$ cat src/esirs_pkg.sv
// Package for the external step input and jerk scaling block
package esirs_pkg;

    // ==================================================
    // Register map (byte addresses are four times index)
    localparam logic [7:0] ESIRS_IDX_GEN_CONF = 8'h00;
    localparam logic [7:0] ESIRS_IDX_GEARING = 8'h12;
    localparam logic [7:0] ESIRS_IDX_CLOCK_FREQUENCY_SETTING = 8'h31;
    localparam logic [7:0] ESIRS_IDX_JERK1 = 8'h2d;
    localparam logic [7:0] ESIRS_IDX_STATUS = 8'h40;
    localparam logic [7:0] ESIRS_IDX_STEP_CNT = 8'h41;
    localparam logic [7:0] ESIRS_NUM_JERK = 8'd4;

    // ==================================================
    // Field positions in general_configuration
    localparam int ESIRS_SDIN_MODE_LSB = 6;
    localparam int ESIRS_POL_DIR_BIT = 8;
    localparam int ESIRS_DIRECT_BOW_BIT = 9;
    localparam int ESIRS_DIRECT_ACC_BIT = 26;

    // ==================================================
    // Reset values
    localparam logic [31:0] ESIRS_GEN_CONF_RST = 32'h0000_0000;
    localparam logic [31:0] ESIRS_GEARING_RST = 32'h0100_0000;
    localparam logic [31:0] ESIRS_CLOCK_FREQUENCY_SETTING_RST = 32'h00F4_2400;
    localparam logic [23:0] ESIRS_JERK_RST = 24'h00_0000;

    // ==================================================
    // Scaling constants
    localparam int ESIRS_JERK_W = 24;
    localparam int ESIRS_DIRECT_JERK_SHIFT = 53;
    localparam int ESIRS_DIRECT_ACC_SHIFT = 37;
    localparam int ESIRS_LIMIT_DIV_SHIFT = 10;
    localparam logic [23:0] ESIRS_DIRECT_JERK_MAX = 24'h10_0000;

    localparam logic [1:0] AXI_OKAY = 2'b00;
    localparam logic [1:0] AXI_SLVERR = 2'b10;

    typedef enum logic [1:0] {
        ESIRS_SRC_INTERNAL = 2'b00,
        ESIRS_SRC_RISE = 2'b01,
        ESIRS_SRC_FALL = 2'b10,
        ESIRS_SRC_TOGGLE = 2'b11
    } esirs_src_e;

    typedef struct packed {
        logic step;
        logic dir_pos;
    } esirs_step_s;

endpackage

$ cat src/esirs_sync.sv
// Two-stage synchroniser for one level
`timescale 1ns/1ps
module esirs_sync (
    input wire logic core_clk_i,
    input wire logic rst_n_i,
    input wire logic async_i,
    output logic sync_o
);
    logic meta_q;

    always_ff @(posedge core_clk_i or negedge rst_n_i) begin
        if (!rst_n_i) begin
            meta_q <= 1'b0;
            sync_o <= 1'b0;
        end else begin
            meta_q <= async_i;
            sync_o <= meta_q;
        end
    end
endmodule

$ cat src/esirs_jerk_mem.sv
// Small register memory holding the four jerk values
`timescale 1ns/1ps
module esirs_jerk_mem
    import esirs_pkg::*;
#(
    parameter int DEPTH = 4,
    parameter int WIDTH = 24
) (
    input wire logic core_clk_i,
    input wire logic rst_n_i,
    input wire logic wr_en_i,
    input wire logic [1:0] wr_addr_i,
    input wire logic [WIDTH-1:0] wr_data_i,
    input wire logic [1:0] rd_addr_i,
    output logic [WIDTH-1:0] rd_data_o
);
    logic [WIDTH-1:0] mem_q [DEPTH];

    if (DEPTH < 1 || DEPTH > 4) begin : g_depth_chk
        $error("Depth must be 1..4");
    end

    always_ff @(posedge core_clk_i or negedge rst_n_i) begin
        if (!rst_n_i) begin
            for (int i = 0; i < DEPTH; i++) begin
                mem_q[i] <= '0;
            end
        end else if (wr_en_i) begin
            mem_q[wr_addr_i] <= wr_data_i;
        end
    end

    always_ff @(posedge core_clk_i or negedge rst_n_i) begin
        if (!rst_n_i) begin
            rd_data_o <= '0;
        end else begin
            rd_data_o <= mem_q[rd_addr_i];
        end
    end
endmodule

$ cat src/esirs_top.sv
// External step input front end with jerk value scaling registers
//
// Notes on behaviour
// - Direct jerk flag set: jerk values are per-cycle acceleration change, MSB 2^-30.
// - Direct jerk flag clear: jerk values are 24-bit integers in pulses/s^3.
// - Direct jerk: jerk equals value over 2^53 times clock frequency cubed.
// - Direct accel: velocity change over 2^37 times clock squared.
// - Any external step mode disables the internal step generator.
// - Mode 01 counts one step per rising edge of the step pin.
// - Mode 10 counts one step per falling edge of the step pin.
// - Mode 11 counts one step on every step pin edge.
// - Mode 00 turns external input off; internal ramp drives steps.
// - Direction low means negative; polarity flag inverts this.
// - Gearing factor at 0x12 is signed 8.24, read and write.
//
// Added by the designer: register access over AXI4-Lite.
`timescale 1ns/1ps
module esirs_top
    import esirs_pkg::*;
#(
    parameter int ADDR_W = 12
) (
    input wire logic core_clk_i,
    input wire logic rst_n_i,
    // AXI4-Lite slave
    input wire logic [ADDR_W-1:0] s_axi_awaddr,
    input wire logic s_axi_awvalid,
    output logic s_axi_awready,
    input wire logic [31:0] s_axi_wdata,
    input wire logic [3:0] s_axi_wstrb,
    input wire logic s_axi_wvalid,
    output logic s_axi_wready,
    output logic [1:0] s_axi_bresp,
    output logic s_axi_bvalid,
    input wire logic s_axi_bready,
    input wire logic [ADDR_W-1:0] s_axi_araddr,
    input wire logic s_axi_arvalid,
    output logic s_axi_arready,
    output logic [31:0] s_axi_rdata,
    output logic [1:0] s_axi_rresp,
    output logic s_axi_rvalid,
    input wire logic s_axi_rready,
    // Step/direction link
    input wire logic ext_step_pin_i,
    input wire logic ext_direction_pin_i,
    input wire logic int_step_i,
    input wire logic int_dir_pos_i,
    output logic step_o,
    output logic dir_pos_o,
    output logic ext_mode_o,
    output logic direct_jerk_o,
    output logic direct_accel_o,
    output logic [31:0] gearing_factor_o,
    output logic [31:0] clock_frequency_setting_o
);
    // The upper address bits above bit 9 are decoded, so fewer than 11 cannot work
    if (ADDR_W < 11) begin : g_addr_chk
        $error("Address width too small for register map");
    end

    // ==================================================
    // Register storage
    logic [31:0] gen_conf_q;
    logic [31:0] gearing_q;
    logic [31:0] clock_frequency_setting_q;
    logic [31:0] step_cnt_q;
    logic [31:0] rdata_d;
    logic rd_ok_d;
    logic [23:0] jerk_rd;

    function automatic logic [7:0] word_index(input logic [ADDR_W-1:0] a);
        return a[9:2];
    endfunction

    function automatic logic [31:0] merge(input logic [31:0] old, input logic [31:0] nw,
                                          input logic [3:0] be);
        logic [31:0] r;
        r = old;
        for (int i = 0; i < 4; i++) begin
            if (be[i]) r[i*8 +: 8] = nw[i*8 +: 8];
        end
        return r;
    endfunction

    function automatic logic is_jerk(input logic [7:0] idx);
        return idx >= ESIRS_IDX_JERK1 && idx < ESIRS_IDX_JERK1 + ESIRS_NUM_JERK;
    endfunction

    // ==================================================
    // Write channel: address and data taken in either order
    logic aw_have_q;
    logic w_have_q;
    logic [ADDR_W-1:0] awaddr_q;
    logic [31:0] wdata_q;
    logic [3:0] wstrb_q;
    logic wr_fire;
    logic [7:0] wr_idx;
    logic wr_hit;

    assign wr_fire = aw_have_q && w_have_q && !s_axi_bvalid;
    assign wr_idx = word_index(awaddr_q);
    assign wr_hit = (awaddr_q[1:0] == 2'b00) && awaddr_q[ADDR_W-1:10] == '0 &&
                    (wr_idx == ESIRS_IDX_GEN_CONF || wr_idx == ESIRS_IDX_GEARING ||
                     wr_idx == ESIRS_IDX_CLOCK_FREQUENCY_SETTING || is_jerk(wr_idx));

    always_ff @(posedge core_clk_i or negedge rst_n_i) begin
        if (!rst_n_i) begin
            aw_have_q <= 1'b0;
            awaddr_q <= '0;
            s_axi_awready <= 1'b0;
        end else begin
            s_axi_awready <= !aw_have_q && !s_axi_awready;
            if (s_axi_awvalid && s_axi_awready) begin
                aw_have_q <= 1'b1;
                awaddr_q <= s_axi_awaddr;
                s_axi_awready <= 1'b0;
            end else if (wr_fire) begin
                aw_have_q <= 1'b0;
            end
        end
    end

    always_ff @(posedge core_clk_i or negedge rst_n_i) begin
        if (!rst_n_i) begin
            w_have_q <= 1'b0;
            wdata_q <= '0;
            wstrb_q <= '0;
            s_axi_wready <= 1'b0;
        end else begin
            s_axi_wready <= !w_have_q && !s_axi_wready;
            if (s_axi_wvalid && s_axi_wready) begin
                w_have_q <= 1'b1;
                wdata_q <= s_axi_wdata;
                wstrb_q <= s_axi_wstrb;
                s_axi_wready <= 1'b0;
            end else if (wr_fire) begin
                w_have_q <= 1'b0;
            end
        end
    end

    always_ff @(posedge core_clk_i or negedge rst_n_i) begin
        if (!rst_n_i) begin
            s_axi_bvalid <= 1'b0;
            s_axi_bresp <= AXI_OKAY;
        end else if (wr_fire) begin
            s_axi_bvalid <= 1'b1;
            s_axi_bresp <= wr_hit ? AXI_OKAY : AXI_SLVERR;
        end else if (s_axi_bready) begin
            s_axi_bvalid <= 1'b0;
        end
    end

    // Configuration registers
    always_ff @(posedge core_clk_i or negedge rst_n_i) begin
        if (!rst_n_i) begin
            gen_conf_q <= ESIRS_GEN_CONF_RST;
            gearing_q <= ESIRS_GEARING_RST;
            clock_frequency_setting_q <= ESIRS_CLOCK_FREQUENCY_SETTING_RST;
        end else if (wr_fire && wr_hit) begin
            if (wr_idx == ESIRS_IDX_GEN_CONF) gen_conf_q <= merge(gen_conf_q, wdata_q, wstrb_q);
            if (wr_idx == ESIRS_IDX_GEARING) gearing_q <= merge(gearing_q, wdata_q, wstrb_q);
            if (wr_idx == ESIRS_IDX_CLOCK_FREQUENCY_SETTING) clock_frequency_setting_q <= merge(clock_frequency_setting_q, wdata_q, wstrb_q);
        end
    end

    // Jerk values: 24 bits, upper byte reads zero; interpretation follows the direct flag
    logic jerk_we;
    logic [1:0] jerk_waddr;
    logic [1:0] jerk_raddr;
    logic [7:0] rd_idx;
    logic [31:0] jerk_wword;

    assign jerk_we = wr_fire && wr_hit && is_jerk(wr_idx);
    assign jerk_waddr = 2'(wr_idx - ESIRS_IDX_JERK1);
    assign jerk_wword = merge({8'h00, 24'h00_0000}, wdata_q, wstrb_q);

    esirs_jerk_mem #(
        .DEPTH(4),
        .WIDTH(ESIRS_JERK_W)
    ) u_jerk (
        .core_clk_i(core_clk_i),
        .rst_n_i(rst_n_i),
        .wr_en_i(jerk_we),
        .wr_addr_i(jerk_waddr),
        .wr_data_i(jerk_wword[23:0]),
        .rd_addr_i(jerk_raddr),
        .rd_data_o(jerk_rd)
    );

    // ==================================================
    // Read channel: address taken, memory read one cycle, answer next
    logic rd_busy_q;
    logic rd_stage_q;
    logic rd_fetch_q;
    logic [ADDR_W-1:0] araddr_q;

    assign rd_idx = word_index(araddr_q);
    assign jerk_raddr = 2'(rd_idx - ESIRS_IDX_JERK1);

    always_comb begin
        rdata_d = 32'h0000_0000;
        rd_ok_d = (araddr_q[1:0] == 2'b00) && araddr_q[ADDR_W-1:10] == '0;
        if (is_jerk(rd_idx)) begin
            rdata_d = {8'h00, jerk_rd};
        end else begin
            case (rd_idx)
                ESIRS_IDX_GEN_CONF: rdata_d = gen_conf_q;
                ESIRS_IDX_GEARING: rdata_d = gearing_q;
                ESIRS_IDX_CLOCK_FREQUENCY_SETTING: rdata_d = clock_frequency_setting_q;
                ESIRS_IDX_STATUS: rdata_d = {29'h0, ext_mode_o, dir_pos_o, step_o};
                ESIRS_IDX_STEP_CNT: rdata_d = step_cnt_q;
                default: rd_ok_d = 1'b0;
            endcase
        end
    end

    always_ff @(posedge core_clk_i or negedge rst_n_i) begin
        if (!rst_n_i) begin
            rd_busy_q <= 1'b0;
            rd_stage_q <= 1'b0;
            rd_fetch_q <= 1'b0;
            araddr_q <= '0;
            s_axi_arready <= 1'b0;
            s_axi_rvalid <= 1'b0;
            s_axi_rdata <= '0;
            s_axi_rresp <= AXI_OKAY;
        end else begin
            s_axi_arready <= !rd_busy_q && !s_axi_arready;
            rd_stage_q <= 1'b0;
            // Jerk memory output is registered: wait one more cycle for it
            rd_fetch_q <= rd_stage_q;
            if (s_axi_arvalid && s_axi_arready) begin
                rd_busy_q <= 1'b1;
                rd_stage_q <= 1'b1;
                araddr_q <= s_axi_araddr;
                s_axi_arready <= 1'b0;
            end
            if (rd_fetch_q) begin
                s_axi_rvalid <= 1'b1;
                s_axi_rdata <= rdata_d;
                s_axi_rresp <= rd_ok_d ? AXI_OKAY : AXI_SLVERR;
            end else if (s_axi_rvalid && s_axi_rready) begin
                s_axi_rvalid <= 1'b0;
                rd_busy_q <= 1'b0;
            end
        end
    end

    // ==================================================
    // Step/direction front end
    logic step_s;
    logic dir_s;
    logic step_prev_q;
    logic ext_edge;
    esirs_src_e src_mode;
    logic pol_dir;

    esirs_sync u_sync_step (
        .core_clk_i(core_clk_i),
        .rst_n_i(rst_n_i),
        .async_i(ext_step_pin_i),
        .sync_o(step_s)
    );

    esirs_sync u_sync_dir (
        .core_clk_i(core_clk_i),
        .rst_n_i(rst_n_i),
        .async_i(ext_direction_pin_i),
        .sync_o(dir_s)
    );

    assign src_mode = esirs_src_e'(gen_conf_q[ESIRS_SDIN_MODE_LSB +: 2]);
    assign pol_dir = gen_conf_q[ESIRS_POL_DIR_BIT];

    always_ff @(posedge core_clk_i or negedge rst_n_i) begin
        if (!rst_n_i) begin
            step_prev_q <= 1'b0;
        end else begin
            step_prev_q <= step_s;
        end
    end

    always_comb begin
        case (src_mode)
            ESIRS_SRC_RISE: ext_edge = step_s && !step_prev_q;
            ESIRS_SRC_FALL: ext_edge = !step_s && step_prev_q;
            ESIRS_SRC_TOGGLE: ext_edge = step_s != step_prev_q;
            default: ext_edge = 1'b0;
        endcase
    end

    // Internal generator is muted while any external mode is chosen
    always_ff @(posedge core_clk_i or negedge rst_n_i) begin
        if (!rst_n_i) begin
            step_o <= 1'b0;
            dir_pos_o <= 1'b0;
            ext_mode_o <= 1'b0;
        end else begin
            ext_mode_o <= src_mode != ESIRS_SRC_INTERNAL;
            if (src_mode != ESIRS_SRC_INTERNAL) begin
                step_o <= ext_edge;
                dir_pos_o <= dir_s ^ pol_dir;
            end else begin
                step_o <= int_step_i;
                dir_pos_o <= int_dir_pos_i;
            end
        end
    end

    always_ff @(posedge core_clk_i or negedge rst_n_i) begin
        if (!rst_n_i) begin
            step_cnt_q <= '0;
        end else if (src_mode != ESIRS_SRC_INTERNAL && ext_edge) begin
            step_cnt_q <= step_cnt_q + 32'd1;
        end
    end

    // Scaling selectors for the ramp arithmetic
    always_ff @(posedge core_clk_i or negedge rst_n_i) begin
        if (!rst_n_i) begin
            direct_jerk_o <= 1'b0;
            direct_accel_o <= 1'b0;
            gearing_factor_o <= ESIRS_GEARING_RST;
            clock_frequency_setting_o <= ESIRS_CLOCK_FREQUENCY_SETTING_RST;
        end else begin
            direct_jerk_o <= gen_conf_q[ESIRS_DIRECT_BOW_BIT];
            direct_accel_o <= gen_conf_q[ESIRS_DIRECT_ACC_BIT];
            gearing_factor_o <= gearing_q;
            clock_frequency_setting_o <= clock_frequency_setting_q;
        end
    end
endmodule

$ cat config.mk
export PLATFORM = sky130hd
export DESIGN_NAME = esirs_top
export DESIGN_NICKNAME = d
export VERILOG_FILES = /design/src/esirs_pkg.sv /design/src/esirs_sync.sv /design/src/esirs_jerk_mem.sv /design/src/esirs_top.sv
export SDC_FILE = /design/constraint.sdc
export NUM_CORES = 1
export LEC_CHECK = 0
export BUFFER_PORTS_ARGS = -buffer_cell sky130_fd_sc_hd__buf_2
export CAP_MARGIN = 20
export CELL_PAD_IN_SITES_DETAIL_PLACEMENT = 0
export CELL_PAD_IN_SITES_GLOBAL_PLACEMENT = 1
export CORE_UTILIZATION = 44
export DETAILED_ROUTE_END_ITERATION = 7
export PLACE_DENSITY = 0.82
export SETUP_SLACK_MARGIN = 0.15
export SYNTH_ARGS = -nofsm -noshare
export SYNTH_HDL_FRONTEND = slang
export SYNTH_SLANG_ARGS = --single-unit
$ cat constraint.sdc
create_clock -name core_clk_i -period 2.6 [get_ports core_clk_i]
set_input_delay 0.13 -clock core_clk_i [delete_from_list [all_inputs] [get_ports core_clk_i]]
set_output_delay 0.13 -clock core_clk_i [all_outputs]
set_load 0.02 [all_outputs]
==> results by group, run 1 <==
Global route
  – Antenna violations before repair: 0
  – Overflow after GRT: 0
  – Largest net degree at the start of global routing: 77
  – Vias in the first global route: 11525
  – First-pass GRT wire length: 66000 um
  – Total Routing Usage GR: 21.8%

STA
  – Max Clock Freq: 428 MHz
  – RSZ-0062 raised after global routing: no
  – Worst-margin pin slew: 661 ps
  – Tmin final: 2340 ps
  – Tcrit/Tclk final: 89.8%
  – Fin. Hold Viols: 0
  – Max_slew headroom: 55.9%
  – Final Max Tran Viols: 0
  – Final setup vio count: 0
  – TNS Setup: 0 ps
  – Final WS setup: 265 ps
  – Skew final: 11.2 ps

Logic synthesis
  – FFs w/ async S/R, synth: 100%
  – Synth Area in XOR/XNOR: 1.62%
  – Yosys reg bits: 426
  – Mux cell area share after synthesis: 20.5%
  – Largest family of logic cells by synthesized area: multiplexers
  – Post-synth EDFFs: 0
  – Post-synth top area cell: dfrtp_1
  – YS warnings: 0
  – Top-count cell post-synth: dfrtp_1
  – Largest cells by area after synthesis: dfrtp_1 59%, mux2_2 13%, mux2_4 3.5%, mux4_2 3.1%, a22oi_1 2.7%
  – Post-synthesis adder-cell area fraction: 0.507%
  – Simple-Gate Fraction of Synth Area: 6.12%
  – Commonest cells post-synth: 410 x dfrtp_1, 199 x mux2_2, 61 x a22oi_1
  – Area share of the largest cell type after synthesis: 59.4%
  – Ys flop type: dfrtp_1
  – Synth Area in Compound Gates: 7.15%
  – Cell variety after synth: 54
  – Mapped Cells: 1186
  – Register area share after synthesis: 61.9%
  – Cell area after synthesis: 0.0173 mm2
  – Mean Syn Cell Area: 14.6 um2

Place
  – DP Area: 0.0190 mm2
  – Cells after DPL: 1867
  – HPWL after DPL: 27600 um
  – GPL Wtd Cong: 0.798
  – Worst slack, placed: 53.2 ps
  – # port buffers: 178

Clock tree
  – Worst-Skew Late Latency: 540 ps
  – Clk root buf: clkbuf_16
  – Clock Path Buffers: 3
  – Clk slew on worst S/H paths: 60 ps
  – H-tree depth: 2
  – Total CTS buffers: 45
  – CTS tree: built
  – Clock sink count: 426

Routing
  – DRC Markers: 2
  – Via density: 5.44
  – Drt first pass iters: 7
  – Initial DRC count: 634
  – Via Count: 10934
  – Post-Route WL: 41800 um
  – Number of nets with antenna violations after routing: 0
  – WL per Instance: 20.8 um

Critical path
  – Critical path class: reg -> reg
  – Critical path arrival: 2750 ps
  – FF-to-FF path depth: 7
  – Reg-to-Reg Start: awaddr_q[2]
  – Req. time, crit path: 3020 ps
  – CP Launch Type: register
  – CP endpoint kind: register
  – Worst Path Max Fanout: 8
  – Worst R2R End: gen_conf_q[17]
  – R2R Setup Slk: 260 ps

Power and ir drop
  – Max VDD drop: 0.000557 V
  – Comb pwr share: 19.1%
  – Switching Share: 29.9%
  – Leakage: 10.2 nW
  – Sw Pwr: 5.35 mW
  – Final Power: 17.9 mW
  – Pwr per Cell Area: 847 mW/mm2
  – Sequential Power Share: 45.4%
  – Cell internal pwr: 12.6 mW
  – Power share of the clock group: 35.5%

Cells and area
  – Final instance area: 0.0212 mm2
  – Total Nets Final: 1542
  – Syn-to-layout area delta: 22.6%
  – Layout cell share with drive strength beyond 1: 40.5%
  – Antenna cells: 0
  – Fillers: 3131
  – Finished Layout Cells: 2010

Run status
  – Failing checks: design-rule violations
  – Status: complete, but fails checks

Die
  – FP Rows: 72
  – IO Count: 181
  – Initial core utilization: 44.7%
  – Die Ht: 200 um
  – Area of the die: 0.0400 mm2
  – Core Box Area: 0.0386 mm2
  – Die Width: 200 um

Min path
  – Hold path startpoint: s_axi_arvalid
  – Worst Hold End: rd_stage_q
  – Hold Path Depth: 2
  – Worst hold path class: in -> reg

Run
  – Max cap viols: 0
[kinds of logic after synthesis]
kind of cell,after synthesis
fa+ha+maj,7
mux,277
buf+inv,79
compound gates,175
other cells,1
flops,426
simple gates,189
xor+xnor,32
[metrics by stage]
| step | hold WS (ps) | utilization (%) |
|---|---|---|
| after global routing | 200 | 54.7 |
| after global placement | 157 | 49.1 |
| after floorplan | -166 | - |
| after detailed placement | 165 | 49.1 |
| after CTS | 137 | 54.7 |
| final | 157 | 54.7 |
[area by class of cell]
type / instances / area [um2] / share of cell area (%)
clock buffer: 64 / 1340 / 6.32
timing repair buffer: 299 / 2090 / 9.88
tap: 518 / 648 / 3.06
inverter: 10 / 37.5 / 0.177
sequential: 426 / 10700 / 50.5
clock inverter: 11 / 134 / 0.633
multi-input combinational: 682 / 6230 / 29.5
[how the worst max path moves through the flow]
stage / start / end / slack, ps / cells past startpoint
floorplan: araddr_q[2] / s_axi_rdata[22] / 170 / 12
global placement: awaddr_q[11] / clock_frequency_setting_q[5] / 100 / 5
detailed placement: awaddr_q[11] / clock_frequency_setting_q[1] / 50 / 5
CTS: awaddr_q[2] / gen_conf_q[8] / 160 / 6
global route: awaddr_q[11] / u_jerk.mem_q[92] / 180 / 5
finish: awaddr_q[2] / gen_conf_q[17] / 260 / 7
[timing repair]
item	CTS	global route
resized for setup	1	4
buffers inserted	1	0
pin swaps	0	0
cloned	0	0
hold buffers	67	0
endpoints found under the hold margin	133	0
endpoints found under the setup margin	25	33
[worst max-delay path, cell delays in order, from the launching register on]
cell and delay, ps:
dfrtp_1 370, or2_2 330, or4_1 430, nor2_1 180, buf_4 180, and3_1 160
buf_4 200, mux2_2 360
[layout by cell type (no fill, tap or decap), drive strengths merged, types with 4 or more instances in the layout]
master / synthesis / final
a22oi: 61 / 61
xor2: 8 / 8
clkbuf: 47 / 64
dfstp: 16 / 16
xnor2: 24 / 24
and2: 28 / 28
mux4: 24 / 24
nor3: 6 / 6
dfrtp: 410 / 410
mux2: 252 / 252
nand3: 24 / 24
nand4: 9 / 9
nand3b: 7 / 7
o22ai: 32 / 32
nor4: 4 / 4
buf: 22 / 232
clkinv: 1 / 8
o2bb2ai: 32 / 32
a21oi: 6 / 6
o21ai: 33 / 33
dlygate4sd3: 0 / 67
and4: 5 / 5
nor2: 47 / 47
ha: 7 / 7
inv: 9 / 10
nand2: 34 / 34
and3: 11 / 11
nor2b: 6 / 6
[sequential cells by signal (all words and copies together), names as in the netlist, 4 cells and up]
| register | cells |
|---|---|
| araddr_q | 12 |
| awaddr_q | 12 |
| clock_frequency_setting_o | 32 |
| clock_frequency_setting_q | 32 |
| gearing_factor_o | 32 |
| gearing_q | 32 |
| gen_conf_q | 32 |
| s_axi_rdata | 32 |
| step_cnt_q | 32 |
| u_jerk.mem_q | 96 |
| u_jerk.rd_data_o | 24 |
| wdata_q | 32 |
| wstrb_q | 4 |
[power groups by stage]
| stage | Sequential, mW | Combinational, mW | Clock (mW) |
|---|---|---|---|
| after global placement | 8.21 | 3.27 | 0 |
| after floorplan | 7.95 | 2.14 | 0 |
| after detailed placement | 8.24 | 3.35 | 0 |
| final | 8.14 | 3.43 | 6.35 |
| after CTS | 8.13 | 3.45 | 6.51 |
| after global routing | 8.25 | 3.72 | 6.74 |
[layer usage]
metal | part of all wire (%) | vias to the layer above | GRT usage (%)
met5 | 0 | - | 0
met4 | 2.8 | 0 | 7.35
met3 | 4.3 | 83 | 3.29
met2 | 50 | 262 | 36.8
met1 | 43 | 5726 | 28.8
li1 | - | 4863 | -
No activity file was read; power rests on OpenSTA's default activity.
==> run 2: changes to the inputs <==
CORE_UTILIZATION = 53   (was 44)
PLACE_DENSITY = 0.92   (was 0.82)
clock period = 2.88 ns   (was 2.6 ns; I/O delays follow)
==> run 2 against run 1 <==
The run now ends clean. First-iteration DRC count grew 0.63%. Cell count down 4.6%. Count of clock-buffer cells in the layout increased by 1. Core utilization grew 11 points. Non-clock buffer count decreased by 9. Final area is 1.4% lower. Die area down 17%. Sequential share of layout area grew 0.71 points.
==> results by group, run 2 (synthesis results as in run 1) <==
Clock tree
  – Post-CTS Resized: 0
  – Worst-Skew Late Latency: 530 ps
  – CTS tree: built
  – H-tree depth: 2
  – Post CTS Setup Buffer Count: 0
  – Clock Path Buffers: 3
  – Total CTS buffers: 43
  – Clk slew on worst S/H paths: 60 ps
  – Hold Buf Count CTS: 67
  – Clk root buf: clkbuf_16
  – Clock sink count: 426

Global route
  – Overflow after GRT: 0
  – Largest net degree at the start of global routing: 90
  – Vias in the first global route: 11428
  – Total Routing Usage GR: 25.1%
  – First-pass GRT wire length: 64400 um
  – Antenna violations before repair: 0

Routing
  – WL per Instance: 21.2 um
  – Via density: 5.73
  – Drt first pass iters: 5
  – Initial DRC count: 638
  – DRC Markers: 0
  – Post-Route WL: 40600 um
  – Number of nets with antenna violations after routing: 0
  – Via Count: 10990

Cells and area
  – Most frequent cells in the layout: 410 x dfrtp_1, 199 x mux2_2, 177 x buf_2
  – Syn-to-layout area delta: 20.9%
  – Fillers: 2246
  – Biggest register: u_jerk.mem_q
  – Max FFs per register: 96
  – Most common cell after layout, fill and taps aside: dfrtp_1
  – Finished Layout Cells: 1918
  – Total Nets Final: 1531
  – Antenna cells: 0
  – Layout cell share with drive strength beyond 1: 39.6%

Die
  – FP Rows: 65
  – Area of the die: 0.0333 mm2
  – Initial core utilization: 54.3%
  – Die Width: 182 um
  – Core Box Area: 0.0318 mm2
  – IO Count: 181
  – Die Ht: 182 um

STA
  – Tmin final: 2480 ps
  – Skew final: 21.4 ps
  – Final Max Tran Viols: 0
  – Max Clock Freq: 403 MHz
  – Final setup vio count: 0
  – Fin. Hold Viols: 0
  – Max_slew headroom: 46.1%
  – RSZ-0062 raised after global routing: no
  – TNS Setup: 0 ps
  – Worst-margin pin slew: 806 ps
  – Tcrit/Tclk final: 86.2%

Critical path
  – Req. time, crit path: 3290 ps
  – Worst R2R End: gen_conf_q[20]
  – Critical path arrival: 2900 ps
  – R2R Setup Slk: 400 ps
  – Crit path launch: awaddr_q[3]
  – Critical path class: reg -> reg
  – Worst Path Max Fanout: 8
  – Reg-to-Reg Start: awaddr_q[3]
  – FF-to-FF path depth: 6
  – CP endpoint kind: register
  – CP Launch Type: register

Min path
  – Hold path startpoint: s_axi_arvalid
  – Worst Hold End: rd_stage_q
  – Worst hold path class: in -> reg
  – Hold Path Depth: 2

Place
  – HPWL after DPL: 26900 um
  – Cells after DPL: 1776
  – # port buffers: 178
  – GPL Wtd Cong: 0.798

Power and ir drop
  – Pwr per Cell Area: 764 mW/mm2
  – Leakage: 10.1 nW
  – Max VDD drop: 0.000520 V

Run
  – Max cap viols: 0

Run status
  – Status: complete, no violations
run 2: cell count changes in the layout (fill, tap and decap cells not counted), moves of 2 or more:
| cell | previous run | this run |
|---|---|---|
| and3_1 | 9 | 11 |
| and3_2 | 2 | 0 |
| buf_12 | 9 | 7 |
| buf_4 | 45 | 38 |
| clkbuf_1 | 5 | 11 |
| clkbuf_8 | 14 | 9 |
| nor2_2 | 7 | 9 |
| nor2_4 | 2 | 0 |
run 2: worst max-delay path, stage by stage, from the launching register on:
cell     delay [ps]
dfrtp_1         480
or2_2           360
or4_1           430
nor2_1          100
buf_4           160
and3_1          420
mux2_2          400
run 2: area by class of cell:
type                            instances  area (um2)  share of cell area (%)
Timing Repair Buffer                  290        2000                    9.57
Clock buffer                           65        1290                    6.19
Tap cell                              435         544                    2.61
Sequential cell                       426       10700                    51.2
Clock inverter                         10         103                   0.492
Multi-Input combinational cell        682        6210                    29.8
Inverter                               10        37.5                   0.180
run 2: report_power, final:
part           internal (mW)  total, mW  switching (mW)
sequential              6.59       7.40           0.816
clock                   3.26       5.46            2.20
combinational           1.29       3.08            1.79
run 2: worst max-delay path by stage:
stage	cells after the start	slack, ps	endpoint
after floorplan	12	320	s_axi_rdata[22]
after detailed placement	6	440	gen_conf_q[16]
final	6	400	gen_conf_q[20]
after global placement	6	430	gen_conf_q[20]
after global routing	6	280	gen_conf_q[22]
after CTS	6	400	gen_conf_q[23]
run 2: metal layers:
layer	up-vias	track usage [%]	wire (um)
li1	4850	-	-
met1	5728	35.2	17900
met2	353	41.6	19900
met3	59	3.53	2060
met4	0	6.15	772
met5	-	0	0
run 2: metrics by stage:
| stage | worst slack [ps] | hold slack [ps] | power, mW | utilization (%) | instance area, um2 |
|---|---|---|---|---|---|
| 3_3_place_gp | 433 | 223 | 10.4 | 59.1 | 18800 |
| 4_1_cts | 402 | 198 | 16.0 | 65.6 | 20900 |
| 5_1_grt | 283 | 248 | 16.6 | 65.6 | 20900 |
| 2_1_floorplan | 323 | -152 | 9.10 | - | 17300 |
| 3_5_place_dp | 441 | 228 | 10.5 | 59.1 | 18800 |
| 6_report | 396 | 227 | 15.9 | 65.6 | 20900 |
